[src/eer_pkg.sv]
`default_nettype none
package eer_pkg;
	// ----------------------------------------
	// Sizes
	// ----------------------------------------
	localparam int EER_NUM_EXC = 20;
	localparam int EER_NUM_EVT = 25;
	localparam int EER_NUM_CRIT = 4;
	localparam int EER_AV_W = 14;
	localparam int EER_SA_W = 10;
	// ----------------------------------------
	// System register offsets
	// ----------------------------------------
	localparam logic [9:0] EER_OFS_SR = 10'h000;
	localparam logic [9:0] EER_OFS_EVENT_VECTOR_BASE = 10'h004;
	localparam logic [9:0] EER_OFS_BUS_ERROR_ADDRESS = 10'h13c;
	localparam logic [9:0] EER_OFS_SRA = 10'h1b8;
	localparam logic [9:0] EER_OFS_SRS = 10'h1bc;
	localparam logic [9:0] EER_OFS_SSP = 10'h3fc;
	// ----------------------------------------
	// Status register layout
	// ----------------------------------------
	localparam int EER_SR_GM = 16;
	localparam int EER_SR_I0M = 17;
	localparam int EER_SR_EM = 21;
	localparam int EER_SR_MODE = 22;
	localparam logic [31:0] EER_SR_RST = 32'h0061_0000;
	localparam logic [31:0] EER_MASK_ALL = 32'h003f_0000;
	localparam logic [2:0] EER_M_SUP = 3'h1;
	localparam logic [2:0] EER_M_IRQ_LEVEL_ZERO = 3'h2;
	localparam logic [2:0] EER_M_IRQ_LEVEL_THREE = 3'h5;
	localparam logic [2:0] EER_M_EXC = 3'h6;
	localparam logic [2:0] EER_M_NMI = 3'h7;
	// ----------------------------------------
	// Event codes, in priority order
	// ----------------------------------------
	localparam logic [4:0] EER_EV_NMI = 5'h04;
	localparam logic [4:0] EER_EV_IRQ3 = 5'h05;
	localparam logic [4:0] EER_EV_IRQ0 = 5'h08;
	localparam logic [4:0] EER_EV_BED = 5'h02;
	localparam logic [4:0] EER_EV_BEI = 5'h03;
	localparam logic [2:0] EER_LAST_SHORT = 3'h1;
	localparam logic [2:0] EER_LAST_LONG = 3'h7;
	localparam logic [31:0] EER_WORD = 32'h0000_0004;

	// Handler offset of a fixed-vector event
	function automatic logic [13:0] eer_ofs(input logic [4:0] c);
		case (c)
			5'h00: eer_ofs = 14'h0000;
			5'h01: eer_ofs = 14'h0004;
			5'h02: eer_ofs = 14'h0008;
			5'h03: eer_ofs = 14'h000c;
			5'h04: eer_ofs = 14'h0010;
			5'h09: eer_ofs = 14'h0014;
			5'h0a: eer_ofs = 14'h0050;
			5'h0b: eer_ofs = 14'h0018;
			5'h0c: eer_ofs = 14'h001c;
			5'h0d: eer_ofs = 14'h0020;
			5'h0e: eer_ofs = 14'h0024;
			5'h0f: eer_ofs = 14'h0028;
			5'h10: eer_ofs = 14'h002c;
			5'h11: eer_ofs = 14'h0030;
			5'h12: eer_ofs = 14'h0034;
			5'h13: eer_ofs = 14'h0038;
			5'h14: eer_ofs = 14'h0060;
			5'h15: eer_ofs = 14'h0070;
			5'h16: eer_ofs = 14'h003c;
			5'h17: eer_ofs = 14'h0040;
			5'h18: eer_ofs = 14'h0044;
			default: eer_ofs = 14'h0000;
		endcase
	endfunction

	// Execution mode entered by an event
	function automatic logic [2:0] eer_mode(input logic [4:0] c);
		logic [4:0] d;
		d = EER_EV_IRQ0 - c;
		if (c == EER_EV_NMI)
			eer_mode = EER_M_NMI;
		else if (c >= EER_EV_IRQ3 && c <= EER_EV_IRQ0)
			eer_mode = EER_M_IRQ_LEVEL_ZERO + d[2:0];
		else
			eer_mode = EER_M_EXC;
	endfunction
endpackage
`default_nettype wire
[src/eer_event_select.sv]
`timescale 1ns/1ps
`default_nettype none
module eer_event_select (
	input	wire logic [eer_pkg::EER_NUM_EXC-1:0]	exc_old_req,
	input	wire logic [eer_pkg::EER_NUM_EXC-1:0]	exc_young_req,
	input	wire logic				nmi_req,
	input	wire logic [3:0]			irq_req,
	input	wire logic [31:0]			sr_value,
	output	logic					evt_valid,
	output	logic [4:0]				evt_code
);
	import eer_pkg::*;

	logic [2:0]		cur;
	logic [EER_NUM_EXC-1:0]	old_ok;
	logic [EER_NUM_EXC-1:0]	yng_ok;
	logic [EER_NUM_EXC-1:0]	exc_ok;
	logic [EER_NUM_EVT-1:0]	pend;

	// Lower mode may never interrupt a higher one
	function automatic logic open(input logic [2:0] m, input logic [2:0] c);
		open = (m >= c);
	endfunction

	assign cur = sr_value[EER_SR_MODE +: 3];

	// ----------------------------------------
	// Mask gating
	// ----------------------------------------
	always_comb begin
		for (int i = 0; i < EER_NUM_EXC; i++) begin
			if (i < EER_NUM_CRIT) begin
				old_ok[i] = exc_old_req[i];
				yng_ok[i] = exc_young_req[i];
			end else begin
				old_ok[i] = exc_old_req[i] & ~sr_value[EER_SR_EM] & open(EER_M_EXC, cur);
				yng_ok[i] = exc_young_req[i] & ~sr_value[EER_SR_EM] & open(EER_M_EXC, cur);
			end
		end
	end

	// Oldest instruction first
	assign exc_ok = (|old_ok) ? old_ok : yng_ok;

	// ----------------------------------------
	// Pending vector and priority pick
	// ----------------------------------------
	always_comb begin
		pend = '0;
		pend[3:0] = exc_ok[3:0];
		pend[4] = nmi_req;
		for (int k = 0; k < 4; k++) begin
			pend[8-k] = irq_req[k] & ~sr_value[EER_SR_GM] & ~sr_value[EER_SR_I0M+k]
				& open(EER_M_IRQ_LEVEL_ZERO + 3'(k), cur);
		end
		pend[EER_NUM_EVT-1:9] = exc_ok[EER_NUM_EXC-1:4];
		evt_valid = |pend;
		evt_code = 5'h00;
		for (int i = EER_NUM_EVT - 1; i >= 0; i--) begin
			if (pend[i])
				evt_code = 5'(i);
		end
	end
endmodule
`default_nettype wire

[src/eer_event_unit.sv]
// Operation
// - Events ranked by priority, higher preempts lower
// - Handlers spaced four bytes from vector base
// - Events 0x0a, 0x14 and 0x15 get wider spacing
// - Interrupts use 14-bit controller autovector offset
// - Handler address is base OR offset
// - All event stacking uses system stack pointer
// - Acceptance, save, switch, jump are atomic
// - Masked pending events are refused
// - Critical events ignore every mask bit
// - Accepting sets masks of equal/lower sources
// - Push status and PC; interrupts add registers
// - Exceptions set exception and global masks
// - Each exception has its own handler
// - Set mode, bank, load handler address
// - Return pops status and PC
// - Interrupt return also pops saved registers
// - Lower priority mode never interrupts higher, except critical events
// - Oldest instruction's events handled first
`timescale 1ns/1ps
`default_nettype none
module eer_event_unit (
	input	wire logic				sys_clk,
	input	wire logic				rstn,
	input	wire logic [eer_pkg::EER_NUM_EXC-1:0]	exc_old_req,
	input	wire logic [eer_pkg::EER_NUM_EXC-1:0]	exc_young_req,
	input	wire logic				nmi_pin,
	input	wire logic [3:0]			irq_req,
	input	wire logic [eer_pkg::EER_AV_W-1:0]	irq_autovec,
	input	wire logic [31:0]			ret_pc,
	input	wire logic [31:0]			bus_err_addr,
	input	wire logic				rete_req,
	input	wire logic				sreg_wr,
	input	wire logic				sreg_rd,
	input	wire logic [eer_pkg::EER_SA_W-1:0]	sreg_addr,
	input	wire logic [31:0]			sreg_wdata,
	output	logic [31:0]				sreg_rdata_ff,
	input	wire logic [31:0]			rf_rdata,
	output	logic [2:0]				rf_idx_ff,
	output	logic					rf_we_ff,
	output	logic [31:0]				rf_wdata_ff,
	output	logic					stk_req_ff,
	output	logic					stk_we_ff,
	output	logic [31:0]				stk_addr_ff,
	output	logic [31:0]				stk_wdata_ff,
	input	wire logic [31:0]			stk_rdata,
	input	wire logic				stk_ack,
	output	logic					core_hold_ff,
	output	logic					pc_load_ff,
	output	logic [31:0]				pc_value_ff,
	output	logic [31:0]				status_register_ff,
	output	logic [2:0]				bank_ff,
	output	logic					evt_ack_ff,
	output	logic [4:0]				evt_code_ff
);
	import eer_pkg::*;
	typedef enum logic [2:0] {
		ST_IDLE,
		ST_PUSH_SEL,
		ST_PUSH_REQ,
		ST_PUSH_WAIT,
		ST_POP_REQ,
		ST_POP_WAIT
	} eer_state_e;

	// ----------------------------------------
	// Declarations
	// ----------------------------------------
	eer_state_e	state_ff;
	logic		nmi_meta_ff;
	logic		nmi_sync_ff;
	logic [2:0]	ix_ff;
	logic [2:0]	last_ff;
	logic [31:0]	sp_base_ff;
	logic [31:0]	saved_pc_ff;
	logic [31:0]	saved_sr_ff;
	logic [31:0]	new_sr_ff;
	logic [31:0]	target_ff;
	logic [31:0]	event_vector_base_ff;
	logic [31:0]	system_stack_pointer_ff;
	logic [31:0]	bus_error_address_ff;
	logic [31:0]	secure_return_address_ff;
	logic [31:0]	secure_return_status_ff;
	logic		evt_valid;
	logic [4:0]	evt_code;
	logic		take_ret;
	logic		take_evt;
	logic		push_done;
	logic		pop_step;
	logic		pop_done;
	logic		cur_irq;
	logic [2:0]	ev_mode;
	logic [13:0]	ev_ofs;
	logic [31:0]	ev_sr;
	logic [31:0]	frame_bytes;

	// Register file slot of a frame word
	function automatic logic [2:0] frame_reg(input logic [2:0] ix);
		if (ix == 3'h2)
			frame_reg = 3'h5;
		else
			frame_reg = 3'h7 - ix;
	endfunction
	// Byte distance of a frame word from the base
	function automatic logic [31:0] word_ofs(input logic [2:0] n);
		word_ofs = {27'h000_0000, n, 2'b00};
	endfunction
	// NMI pin synchroniser, two stages
	always_ff @(posedge sys_clk or negedge rstn) begin
		if (!rstn) begin
			nmi_meta_ff <= 1'b0;
			nmi_sync_ff <= 1'b0;
		end else begin
			nmi_meta_ff <= nmi_pin;
			nmi_sync_ff <= nmi_meta_ff;
		end
	end
	// Priority pick among unmasked events
	eer_event_select eer_event_select_i (
		.exc_old_req	(exc_old_req),
		.exc_young_req	(exc_young_req),
		.nmi_req	(nmi_sync_ff),
		.irq_req	(irq_req),
		.sr_value	(status_register_ff),
		.evt_valid	(evt_valid),
		.evt_code	(evt_code)
	);

	// Acceptance and entry values
	always_comb begin
		take_ret = (state_ff == ST_IDLE) & rete_req;
		take_evt = (state_ff == ST_IDLE) & ~rete_req & evt_valid;
		ev_mode = eer_mode(evt_code);
		cur_irq = (bank_ff >= EER_M_IRQ_LEVEL_ZERO) & (bank_ff <= EER_M_IRQ_LEVEL_THREE);
		if (evt_code >= EER_EV_IRQ3 && evt_code <= EER_EV_IRQ0)
			ev_ofs = irq_autovec;
		else
			ev_ofs = eer_ofs(evt_code);
		ev_sr = status_register_ff;
		if (ev_mode == EER_M_EXC || ev_mode == EER_M_NMI)
			ev_sr = ev_sr | EER_MASK_ALL;
		else
			ev_sr = ev_sr | (((32'h0000_0002 << (ev_mode - EER_M_IRQ_LEVEL_ZERO)) - 32'h0000_0001) << EER_SR_I0M);
		ev_sr[EER_SR_MODE +: 3] = ev_mode;
		frame_bytes = word_ofs(last_ff) + EER_WORD;
	end

	assign push_done = (state_ff == ST_PUSH_WAIT) & stk_ack & (ix_ff == last_ff);
	assign pop_step = (state_ff == ST_POP_WAIT) & stk_ack;
	assign pop_done = pop_step & (ix_ff == 3'h0);
	// ----------------------------------------
	// Sequencer
	// ----------------------------------------
	always_ff @(posedge sys_clk or negedge rstn) begin
		if (!rstn) begin
			state_ff <= ST_IDLE;
			ix_ff <= 3'h0;
			last_ff <= 3'h0;
		end else begin
			case (state_ff)
				ST_IDLE: begin
					if (take_ret) begin
						last_ff <= cur_irq ? EER_LAST_LONG : EER_LAST_SHORT;
						ix_ff <= cur_irq ? EER_LAST_LONG : EER_LAST_SHORT;
						state_ff <= ST_POP_REQ;
					end else if (take_evt) begin
						last_ff <= (ev_mode <= EER_M_IRQ_LEVEL_THREE) ? EER_LAST_LONG : EER_LAST_SHORT;
						ix_ff <= 3'h0;
						state_ff <= ST_PUSH_SEL;
					end
				end
				ST_PUSH_SEL: state_ff <= ST_PUSH_REQ;
				ST_PUSH_REQ: state_ff <= ST_PUSH_WAIT;
				ST_PUSH_WAIT: begin
					if (stk_ack) begin
						if (ix_ff == last_ff) begin
							state_ff <= ST_IDLE;
						end else begin
							ix_ff <= ix_ff + 3'h1;
							state_ff <= ST_PUSH_SEL;
						end
					end
				end
				ST_POP_REQ: state_ff <= ST_POP_WAIT;
				ST_POP_WAIT: begin
					if (stk_ack) begin
						if (ix_ff == 3'h0) begin
							state_ff <= ST_IDLE;
						end else begin
							ix_ff <= ix_ff - 3'h1;
							state_ff <= ST_POP_REQ;
						end
					end
				end
				default: state_ff <= ST_IDLE;
			endcase
		end
	end

	// Context captured at acceptance
	always_ff @(posedge sys_clk or negedge rstn) begin
		if (!rstn) begin
			sp_base_ff <= 32'h0000_0000;
			saved_pc_ff <= 32'h0000_0000;
			saved_sr_ff <= 32'h0000_0000;
			new_sr_ff <= 32'h0000_0000;
			target_ff <= 32'h0000_0000;
		end else if (take_ret || take_evt) begin
			sp_base_ff <= system_stack_pointer_ff;
			saved_pc_ff <= ret_pc;
			saved_sr_ff <= status_register_ff;
			new_sr_ff <= ev_sr;
			target_ff <= event_vector_base_ff | {18'h0_0000, ev_ofs};
		end
	end

	// ----------------------------------------
	// System stack port
	// ----------------------------------------
	always_ff @(posedge sys_clk or negedge rstn) begin
		if (!rstn) begin
			stk_req_ff <= 1'b0;
			stk_we_ff <= 1'b0;
			stk_addr_ff <= 32'h0000_0000;
			stk_wdata_ff <= 32'h0000_0000;
		end else if (state_ff == ST_PUSH_REQ) begin
			stk_req_ff <= 1'b1;
			stk_we_ff <= 1'b1;
			stk_addr_ff <= sp_base_ff - word_ofs(ix_ff) - EER_WORD;
			if (ix_ff == 3'h0)
				stk_wdata_ff <= saved_pc_ff;
			else if (ix_ff == 3'h1)
				stk_wdata_ff <= saved_sr_ff;
			else
				stk_wdata_ff <= rf_rdata;
		end else if (state_ff == ST_POP_REQ) begin
			stk_req_ff <= 1'b1;
			stk_we_ff <= 1'b0;
			stk_addr_ff <= sp_base_ff + word_ofs(last_ff - ix_ff);
		end else if (stk_ack) begin
			stk_req_ff <= 1'b0;
			stk_we_ff <= 1'b0;
		end
	end
	// Register file port for the saved bank
	always_ff @(posedge sys_clk or negedge rstn) begin
		if (!rstn) begin
			rf_idx_ff <= 3'h0;
			rf_we_ff <= 1'b0;
			rf_wdata_ff <= 32'h0000_0000;
		end else begin
			rf_we_ff <= 1'b0;
			if (state_ff == ST_PUSH_SEL || state_ff == ST_POP_REQ)
				rf_idx_ff <= frame_reg(ix_ff);
			if (pop_step && ix_ff >= 3'h2) begin
				rf_we_ff <= 1'b1;
				rf_wdata_ff <= stk_rdata;
			end
		end
	end

	// ----------------------------------------
	// Status register
	// ----------------------------------------
	always_ff @(posedge sys_clk or negedge rstn) begin
		if (!rstn) begin
			status_register_ff <= EER_SR_RST;
			bank_ff <= EER_M_SUP;
		end else if (push_done) begin
			status_register_ff <= new_sr_ff;
			bank_ff <= new_sr_ff[EER_SR_MODE +: 3];
		end else if (pop_step && ix_ff == 3'h1) begin
			status_register_ff <= stk_rdata;
			bank_ff <= stk_rdata[EER_SR_MODE +: 3];
		end else if (sreg_wr && sreg_addr == EER_OFS_SR) begin
			status_register_ff <= sreg_wdata;
			bank_ff <= sreg_wdata[EER_SR_MODE +: 3];
		end
	end
	// System stack pointer moves by one frame
	always_ff @(posedge sys_clk or negedge rstn) begin
		if (!rstn)
			system_stack_pointer_ff <= 32'h0000_0000;
		else if (push_done)
			system_stack_pointer_ff <= sp_base_ff - frame_bytes;
		else if (pop_done)
			system_stack_pointer_ff <= sp_base_ff + frame_bytes;
		else if (sreg_wr && sreg_addr == EER_OFS_SSP)
			system_stack_pointer_ff <= sreg_wdata;
	end
	// Stall and jump to the core
	always_ff @(posedge sys_clk or negedge rstn) begin
		if (!rstn) begin
			core_hold_ff <= 1'b0;
			pc_load_ff <= 1'b0;
			pc_value_ff <= 32'h0000_0000;
		end else begin
			core_hold_ff <= take_ret | take_evt | ((state_ff != ST_IDLE) & ~push_done & ~pop_done);
			pc_load_ff <= push_done | pop_done;
			if (push_done)
				pc_value_ff <= target_ff;
			else if (pop_done)
				pc_value_ff <= stk_rdata;
		end
	end

	// Acceptance strobe back to the sources
	always_ff @(posedge sys_clk or negedge rstn) begin
		if (!rstn) begin
			evt_ack_ff <= 1'b0;
			evt_code_ff <= 5'h00;
		end else begin
			evt_ack_ff <= take_evt;
			if (take_evt)
				evt_code_ff <= evt_code;
		end
	end
	// Other system registers, software owned
	always_ff @(posedge sys_clk or negedge rstn) begin
		if (!rstn) begin
			event_vector_base_ff <= 32'h0000_0000;
			secure_return_address_ff <= 32'h0000_0000;
			secure_return_status_ff <= 32'h0000_0000;
		end else if (sreg_wr) begin
			if (sreg_addr == EER_OFS_EVENT_VECTOR_BASE)
				event_vector_base_ff <= sreg_wdata;
			if (sreg_addr == EER_OFS_SRA)
				secure_return_address_ff <= sreg_wdata;
			if (sreg_addr == EER_OFS_SRS)
				secure_return_status_ff <= sreg_wdata;
		end
	end

	// Bus error address, capture beats software write
	always_ff @(posedge sys_clk or negedge rstn) begin
		if (!rstn)
			bus_error_address_ff <= 32'h0000_0000;
		else if (take_evt && (evt_code == EER_EV_BED || evt_code == EER_EV_BEI))
			bus_error_address_ff <= bus_err_addr;
		else if (sreg_wr && sreg_addr == EER_OFS_BUS_ERROR_ADDRESS)
			bus_error_address_ff <= sreg_wdata;
	end

	// ----------------------------------------
	// Register read port
	// ----------------------------------------
	always_ff @(posedge sys_clk or negedge rstn) begin
		if (!rstn) begin
			sreg_rdata_ff <= 32'h0000_0000;
		end else if (sreg_rd) begin
			case (sreg_addr)
				EER_OFS_SR: sreg_rdata_ff <= status_register_ff;
				EER_OFS_EVENT_VECTOR_BASE: sreg_rdata_ff <= event_vector_base_ff;
				EER_OFS_BUS_ERROR_ADDRESS: sreg_rdata_ff <= bus_error_address_ff;
				EER_OFS_SRA: sreg_rdata_ff <= secure_return_address_ff;
				EER_OFS_SRS: sreg_rdata_ff <= secure_return_status_ff;
				EER_OFS_SSP: sreg_rdata_ff <= system_stack_pointer_ff;
				default: sreg_rdata_ff <= 32'h0000_0000;
			endcase
		end
	end
endmodule
`default_nettype wire

[config.mk]
export PLATFORM = sky130hd
export DESIGN_NAME = eer_event_unit
export DESIGN_NICKNAME = d
export VERILOG_FILES = /design/src/eer_pkg.sv /design/src/eer_event_select.sv /design/src/eer_event_unit.sv
export SDC_FILE = /design/constraint.sdc
export NUM_CORES = 1
export LEC_CHECK = 0
export BUFFER_PORTS_ARGS = -buffer_cell sky130_fd_sc_hd__buf_4
export CAP_MARGIN = 20
export CORE_UTILIZATION = 60
export DETAILED_ROUTE_END_ITERATION = 6
export PLACE_DENSITY = 0.86
export SLEW_MARGIN = 15
export SYNTH_ARGS = -nofsm -noshare
export SYNTH_HDL_FRONTEND = slang
export SYNTH_SLANG_ARGS = --single-unit
[constraint.sdc]
create_clock -name sys_clk -period 12.91 [get_ports sys_clk]
set_clock_uncertainty 0.1 [all_clocks]
set_input_delay 0.6455 -clock sys_clk [delete_from_list [all_inputs] [get_ports sys_clk]]
set_output_delay 0.6455 -clock sys_clk [all_outputs]
set_load 0.005 [all_outputs]
==> results.md, run 1 <==
* Outcome: completed
* Worst Path Max Fanout at 16
* Final Max Tran Viols at 0
* Number of global-route vias before repair at around 25000
* Tcrit/Tclk final at between 40% and 50%
* Crit start category: register
* Power share of the combinational group at 36.5%
* Area growth from synthesis to layout at 19.97%
* Sw Share at roughly two fifths
* Largest stage delay, worst path at 760 ps
* Setup_tns at 0 ps
* Top Usage Layer GRT: met2
* Met3 usage in global routing at around an eighth
* Post-Syn Nets at 3154
* Worst IR Drop VDD at approximately 0.17 mV
* Post-synth EDFFs at 0
* First-pass iteration count of the detailed router at 7
* Post-DP HPWL at 70.47 mm
* Internal at 4060 uW
* Synth top area share at roughly half
* Most used cell, CP: ha_1
* Most frequent cells after synthesis: 614 x nand2_1, 517 x dfrtp_1, 263 x nor2_1
* Most numerous cell in the Yosys netlist: nand2_1
* Initial antenna violation count at 10
* Final Hold Fails at 0
* DIE WIDTH at around 210 um
* Post-Syn Area at about 27000 um2
* Sequential share of the synthesized area at roughly half
* Met1 global-route usage at 55.80%
* Met2 Resource Use GR at between 60% and 70%
* Initial core utilization at 60.77%
* HP Class: in2async
* Total Die Area at about 46000 um2
* TritonCTS Buffers at 53
* Top cells by area, synth: dfrtp_1 48%, nand2_1 8.6%, mux2_2 5.7%
* GPL Wtd Cong at between 0.9 and 1
* Maxcap violations at 0
* Drt wl/cell at 26.53 um
* Yosys cell types at 95
* Crit path required time at roughly 13000 ps
* Clk root buf: clkbuf_16
* Seq pwr share at 40.9%
* CTS tree: built
* Unrepaired setup endpoints after global routing: false
* Hold WS at roughly 41 ps
* Clk sinks at 520
* Clock power share at 22.6%
* Pleak at between 0.015 and 0.02 uW
* Crit end category: register
* Main synth FF type: dfrtp_1
* WP data arrival at ~5500 ps
* Crit path buf inv count at 1
* H-tree levels at 2
* Total number of vias at 25610
* Critical path class: reg2reg
* Pin count of the biggest net entering global routing at 168
* Row count at 77
* First-pass GRT wire length at between 150 and 200 mm
* Worst slew margin at a little over a quarter
* # hold bufs at CTS at 0
* Worst R2R Path Depth at 13
* # resized after CTS at 0
* Vert. Die Dim at 213.4 um
* Syn. warnings at 0
* Worst-Skew Late Latency at 630 ps
* Post CTS Setup Buffer Count at 0
* Pwr Density at roughly 210 nW/um2
* Grt ovf at 0
* Avg Vias per Cell at roughly 6.7
* Nets@finish at about 3500
* Crit path max-delay cell type: dfrtp_1
* IO Port Bufs at roughly 440
* Layout cell share with drive strength beyond 1 at a little under a quarter
* Final core occ at 72.91%
* Avg Inst Size Synth at around 9.3 um2
* Starting DRT DRC Count at between 3000 and 4000
* P_sw at around 2800 uW
* Leading area contributor after synthesis: dfrtp_1
* WP depth at 13
* Setup Viol. Count Final at 0
* Min Tclk post-route at 5168 ps
* Crit path cell chain: a31o_2 -> o211ai_1 -> a221oi_1 -> a211oi_1 -> a211oi_4 -> inv_1 -> ha_1 -> and3_1 -> o21bai_2 -> nand2_1 -> ha_1 -> or3b_2 -> o32a_1
* Clk buf depth at 3
* Core area at around 44000 um2
* Worst slew pin tran at roughly 1100 ps
* Yosys reg bits at 520
* Crit path max-delay family: compound AO/OA/AOI/OAI gates
* Async set-reset flop share out of synthesis at 100.0%
* Worst-path clk slew at 60 ps
* Cells after Synth at ~2900
* I/O Pins at 444
* Gr usage total at ~44%
* Max Fclk at ~0.19 GHz
* DRC at 0
* Routed wire length at between 100 and 150 mm
* Post-DRT Antenna Nets at 0
power by group through the flow:
stage | sequential, uW | combinational, uW | clock [uW]
after floorplan | 2460 | 1560 | 0
after detailed placement | 2780 | 2430 | 0
final | 2810 | 2500 | 1550
after global placement | 2760 | 2340 | 0
after global routing | 2840 | 2730 | 1620
after CTS | 2770 | 2460 | 1550
cell usage in the layout, fill, tap and decap left out, types with 27 or more instances in the layout:
master and instances:
a41oi_1 31, buf_4 476, a31oi_1 31, o21ai_0 152
clkbuf_16 53, nor2_1 259, inv_1 46, nand2_1 612
mux2i_1 99, a22oi_1 133, a21oi_1 163, xor2_1 27
dfrtp_1 517, ha_1 37, nor3_1 35, mux2_2 135
xnor2_1 28
per-stage QoR:
| stage | area (um2) | total power, uW | cells | worst slack, ps |
|---|---|---|---|---|
| 3_3_place_gp | 30360 | 5098 | 3733 | 7477 |
| 2_1_floorplan | 26810 | 4027 | 2878 | 8449 |
| 6_report | 32170 | 6865 | 3839 | 7742 |
| 3_5_place_dp | 30380 | 5215 | 3734 | 7431 |
| 5_1_grt | 32160 | 7193 | 3837 | 7524 |
| 4_1_cts | 32120 | 6785 | 3833 | 7891 |
metal layers:
layer | vias up | routed length [um]
li1 | 10750 | -
met1 | 12440 | 36590
met2 | 1945 | 45610
met3 | 470 | 12190
met4 | 8 | 7404
met5 | - | 57
cells by family (layout without fill, tap and decap cells):
kind of cell	Yosys count	in the layout	share of synthesized area (%)
adders and majority gates	41	41	2.025
DFF	520	520	48.54
other	0	4	0
AOI/OAI and AO/OA	675	675	16.57
and+or+nand+nor	1089	1089	17.47
buffers and inverters	264	629	4.232
xor gates and xnor gates	55	55	1.796
muxes	234	234	9.365
path summary, 6_finish.rpt:
check / start / to / slack (ps)
setup / recovery: status_register_ff[24] / new_sr_ff[18] / 7740
hold / removal: rstn / stk_wdata_ff[0] / 40
setup reg to reg: status_register_ff[24] / new_sr_ff[18] / 7740
hold reg to reg: nmi_meta_ff / nmi_sync_ff / 270
max in group asynchronous: rstn / rf_wdata_ff[27] / 10220
min in group sys_clk: nmi_pin / nmi_meta_ff / 50
area by class of cell:
type                    count  area [um2]
flip-flops and latches    520       13020
multi-input cells        2094       12800
fillers                  3034       11960
repair buffers            482        3684
clock buffers              84        1573
well taps                 592       740.7
inverters                  48       180.2
clock inverters            15       167.7
diodes                      4       10.01
(Power assumes the default switching activity.)
==> run 2: changes to the inputs <==
--- a/config.mk
+++ b/config.mk
@@ -7,9 +7,9 @@
 export LEC_CHECK = 0
 export BUFFER_PORTS_ARGS = -buffer_cell sky130_fd_sc_hd__buf_4
 export CAP_MARGIN = 20
-export CORE_UTILIZATION = 60
+export CORE_UTILIZATION = 57
 export DETAILED_ROUTE_END_ITERATION = 6
-export PLACE_DENSITY = 0.86
+export PLACE_DENSITY = 0.83
 export SLEW_MARGIN = 15
 export SYNTH_ARGS = -nofsm -noshare
 export SYNTH_HDL_FRONTEND = slang
==> constraint.sdc (replaced) <==
create_clock -name sys_clk -period 5.1 [get_ports sys_clk]
set_clock_uncertainty 0.1 [all_clocks]
set_input_delay 0.255 -clock sys_clk [delete_from_list [all_inputs] [get_ports sys_clk]]
set_output_delay 0.255 -clock sys_clk [all_outputs]
set_load 0.005 [all_outputs]
==> results.md, run 2 (synthesis results as in run 1) <==
* WP data arrival at between 5000 and 6000 ps
* CTS tree: built
* DRC at 16
* Crit end category: register
* I/O Pins at 444
* Gr usage total at a little under half
* Internal at between 10000 and 15000 uW
* Crit path required time at about 5500 ps
* Unrepaired setup endpoints after global routing: false
* P_sw at around 7400 uW
* Commonest non-fill, non-tap cell in the layout: nand2_1
* Min Tclk post-route at between 4000 and 5000 ps
* Critical path class: reg2reg
* Grt ovf at 0
* DIE WIDTH at between 200 and 250 um
* Layout cell share with drive strength beyond 1 at a little under a quarter
* Crit path buf inv count at 1
* First-pass GRT wire length at approximately 160 mm
* Outcome: finished with violations
* Initial antenna violation count at 4
* Total number of vias at between 20000 and 30000
* Row count at slightly below 80
* Nets@finish at between 3000 and 4000
* Seq pwr share at 38.9%
* Initial core utilization at ~58%
* Starting DRT DRC Count at 3772
* Worst slew pin tran at around 1100 ps
* H-tree levels at 2
* Number of global-route vias before repair at ~27000
* Avg Vias per Cell at between 6 and 7
* Power share of the combinational group at about two fifths
* Clk buf depth at 3
* Crit path cell chain: a31o_2 -> a31oi_1 -> o22ai_1 -> nor4b_1 -> a211oi_2 -> nor2_2 -> inv_1 -> ha_1 -> and3_1 -> o21bai_2 -> nand2_1 -> ha_1 -> or3_1 -> a2111oi_2 -> nor3b_1
* Post-DP HPWL at 71.08 mm
* Pwr Density at between 500 and 600 nW/um2
* Failing checks: design-rule violations
* Pleak at 0.01645 uW
* Crit path max-delay family: compound AO/OA/AOI/OAI gates
* Crit path max-delay cell type: dfrtp_1
* Max Fclk at 0.2139 GHz
* Most frequent cells in the layout: 612 x nand2_1, 517 x dfrtp_1, 495 x buf_4, 259 x nor2_1, 194 x dlygate4sd3_1
* IO Port Bufs at about 440
* Post-DRT Antenna Nets at 0
* Core area at about 46000 um2
* Setup Viol. Count Final at 0
* Area growth from synthesis to layout at 28.40%
* Total Die Area at about 48000 um2
* Final core occ at between 70% and 80%
* Worst slew margin at 22.58%
* Final Hold Fails at 0
* # resized after CTS at 0
* Clk root buf: clkbuf_16
* Routed wire length at approximately 110 mm
* Largest stage delay, worst path at a little over 600 ps
* Clock power share at 22.5%
* TritonCTS Buffers at between 50 and 60
* Vert. Die Dim at between 200 and 250 um
* Sw Share at about two fifths
* Worst-Skew Late Latency at about 640 ps
* Crit start category: register
* GPL Wtd Cong at 1.037
* Drt wl/cell at between 20 and 30 um
* HP Class: in2reg
* Most used cell, CP: ha_1
* First-pass iteration count of the detailed router at 7
* Clk sinks at 520
* Setup_tns at 0 ps
* Tcrit/Tclk final at slightly above 90%
* Worst-path clk slew at roughly 60 ps
* Worst Path Max Fanout at 16
* Maxcap violations at 0
* Final Max Tran Viols at 0
* Pin count of the biggest net entering global routing at 158
* Worst IR Drop VDD at between 0.4 and 0.5 mV
-- run 2: cell count changes in the layout (fill, tap and decap cells not counted), sizes merged --
cell | before | now
inv | 48 | 49
dlygate4sd3 | 0 | 194
diode | 4 | 2
bufinv | 2 | 4
clkbuf | 84 | 78
buf | 482 | 506
-- run 2: per-layer routing --
layer	share of wire (%)	vias up	GRT usage (%)	routed length, um
met1	35	12980	56.33	39170
met4	7.6	8	30.07	8458
met2	45	2304	69.84	49450
met3	12	594	13.44	13770
li1	-	11180	-	-
met5	0.050	-	0	56
-- run 2: timing repair --
item / in CTS / in global routing
hold buffers: 194 / 0
buffers inserted: 0 / 0
hold endpoints to repair: 353 / 0
-- run 2: path summary, 6_finish.rpt --
| path | from | to | slack [ps] | cells after the start |
|---|---|---|---|---|
| min reg2reg | nmi_meta_ff | nmi_sync_ff | 260 | 0 |
| max | status_register_ff[24] | new_sr_ff[20] | 420 | 15 |
| min | rf_rdata[25] | stk_wdata_ff[25] | 9 | 5 |
| max reg2reg | status_register_ff[24] | new_sr_ff[20] | 420 | 15 |
| max in group asynchronous | rstn | pc_value_ff[27] | 3540 | 3 |
| min in group asynchronous | rstn | stk_wdata_ff[26] | 110 | 2 |
-- run 2: worst register-to-register path, cell delays in order, from the launching register on --
cell	delay [ps]
dfrtp_1	620
a31o_2	480
a31oi_1	100
o22ai_1	350
nor4b_1	140
a211oi_2	330
nor2_2	160
inv_1	150
ha_1	340
and3_1	300
o21bai_2	190
nand2_1	140
ha_1	260
or3_1	390
a2111oi_2	400
nor3b_1	100
-- run 2: power by group through the flow --
stage | logic [uW] | clock network, uW | registers (uW)
after floorplan | 3950 | 0 | 6240
after global placement | 6150 | 0 | 6860
after detailed placement | 6320 | 0 | 6920
after CTS | 6670 | 4020 | 6880
after global routing | 7500 | 4210 | 7100
final | 6970 | 4070 | 7040
-- run 2: metrics by stage --
step,setup WS [ps],total power [uW],instances,cell area [um2],hold WS [ps]
finish,424.0,18080,4067,34430,8.742
global route,47.08,18820,4065,34420,36.28
CTS,483.4,17570,4065,34420,3.008
detailed placement,283.3,13250,3775,30690,168.0
global placement,378.8,13010,3771,30600,155.6
floorplan,863.7,10190,2878,26810,-140.6
-- run 2: layout make-up --
type / instances / area (um2)
diodes: 2 / 5.005
clock buffers: 78 / 1550
clock inverters: 18 / 240.2
fillers: 2946 / 12030
inverters: 48 / 180.2
multi-input cells: 2094 / 12800
flip-flops and latches: 520 / 13020
well taps: 607 / 759.5
repair buffers: 700 / 5881
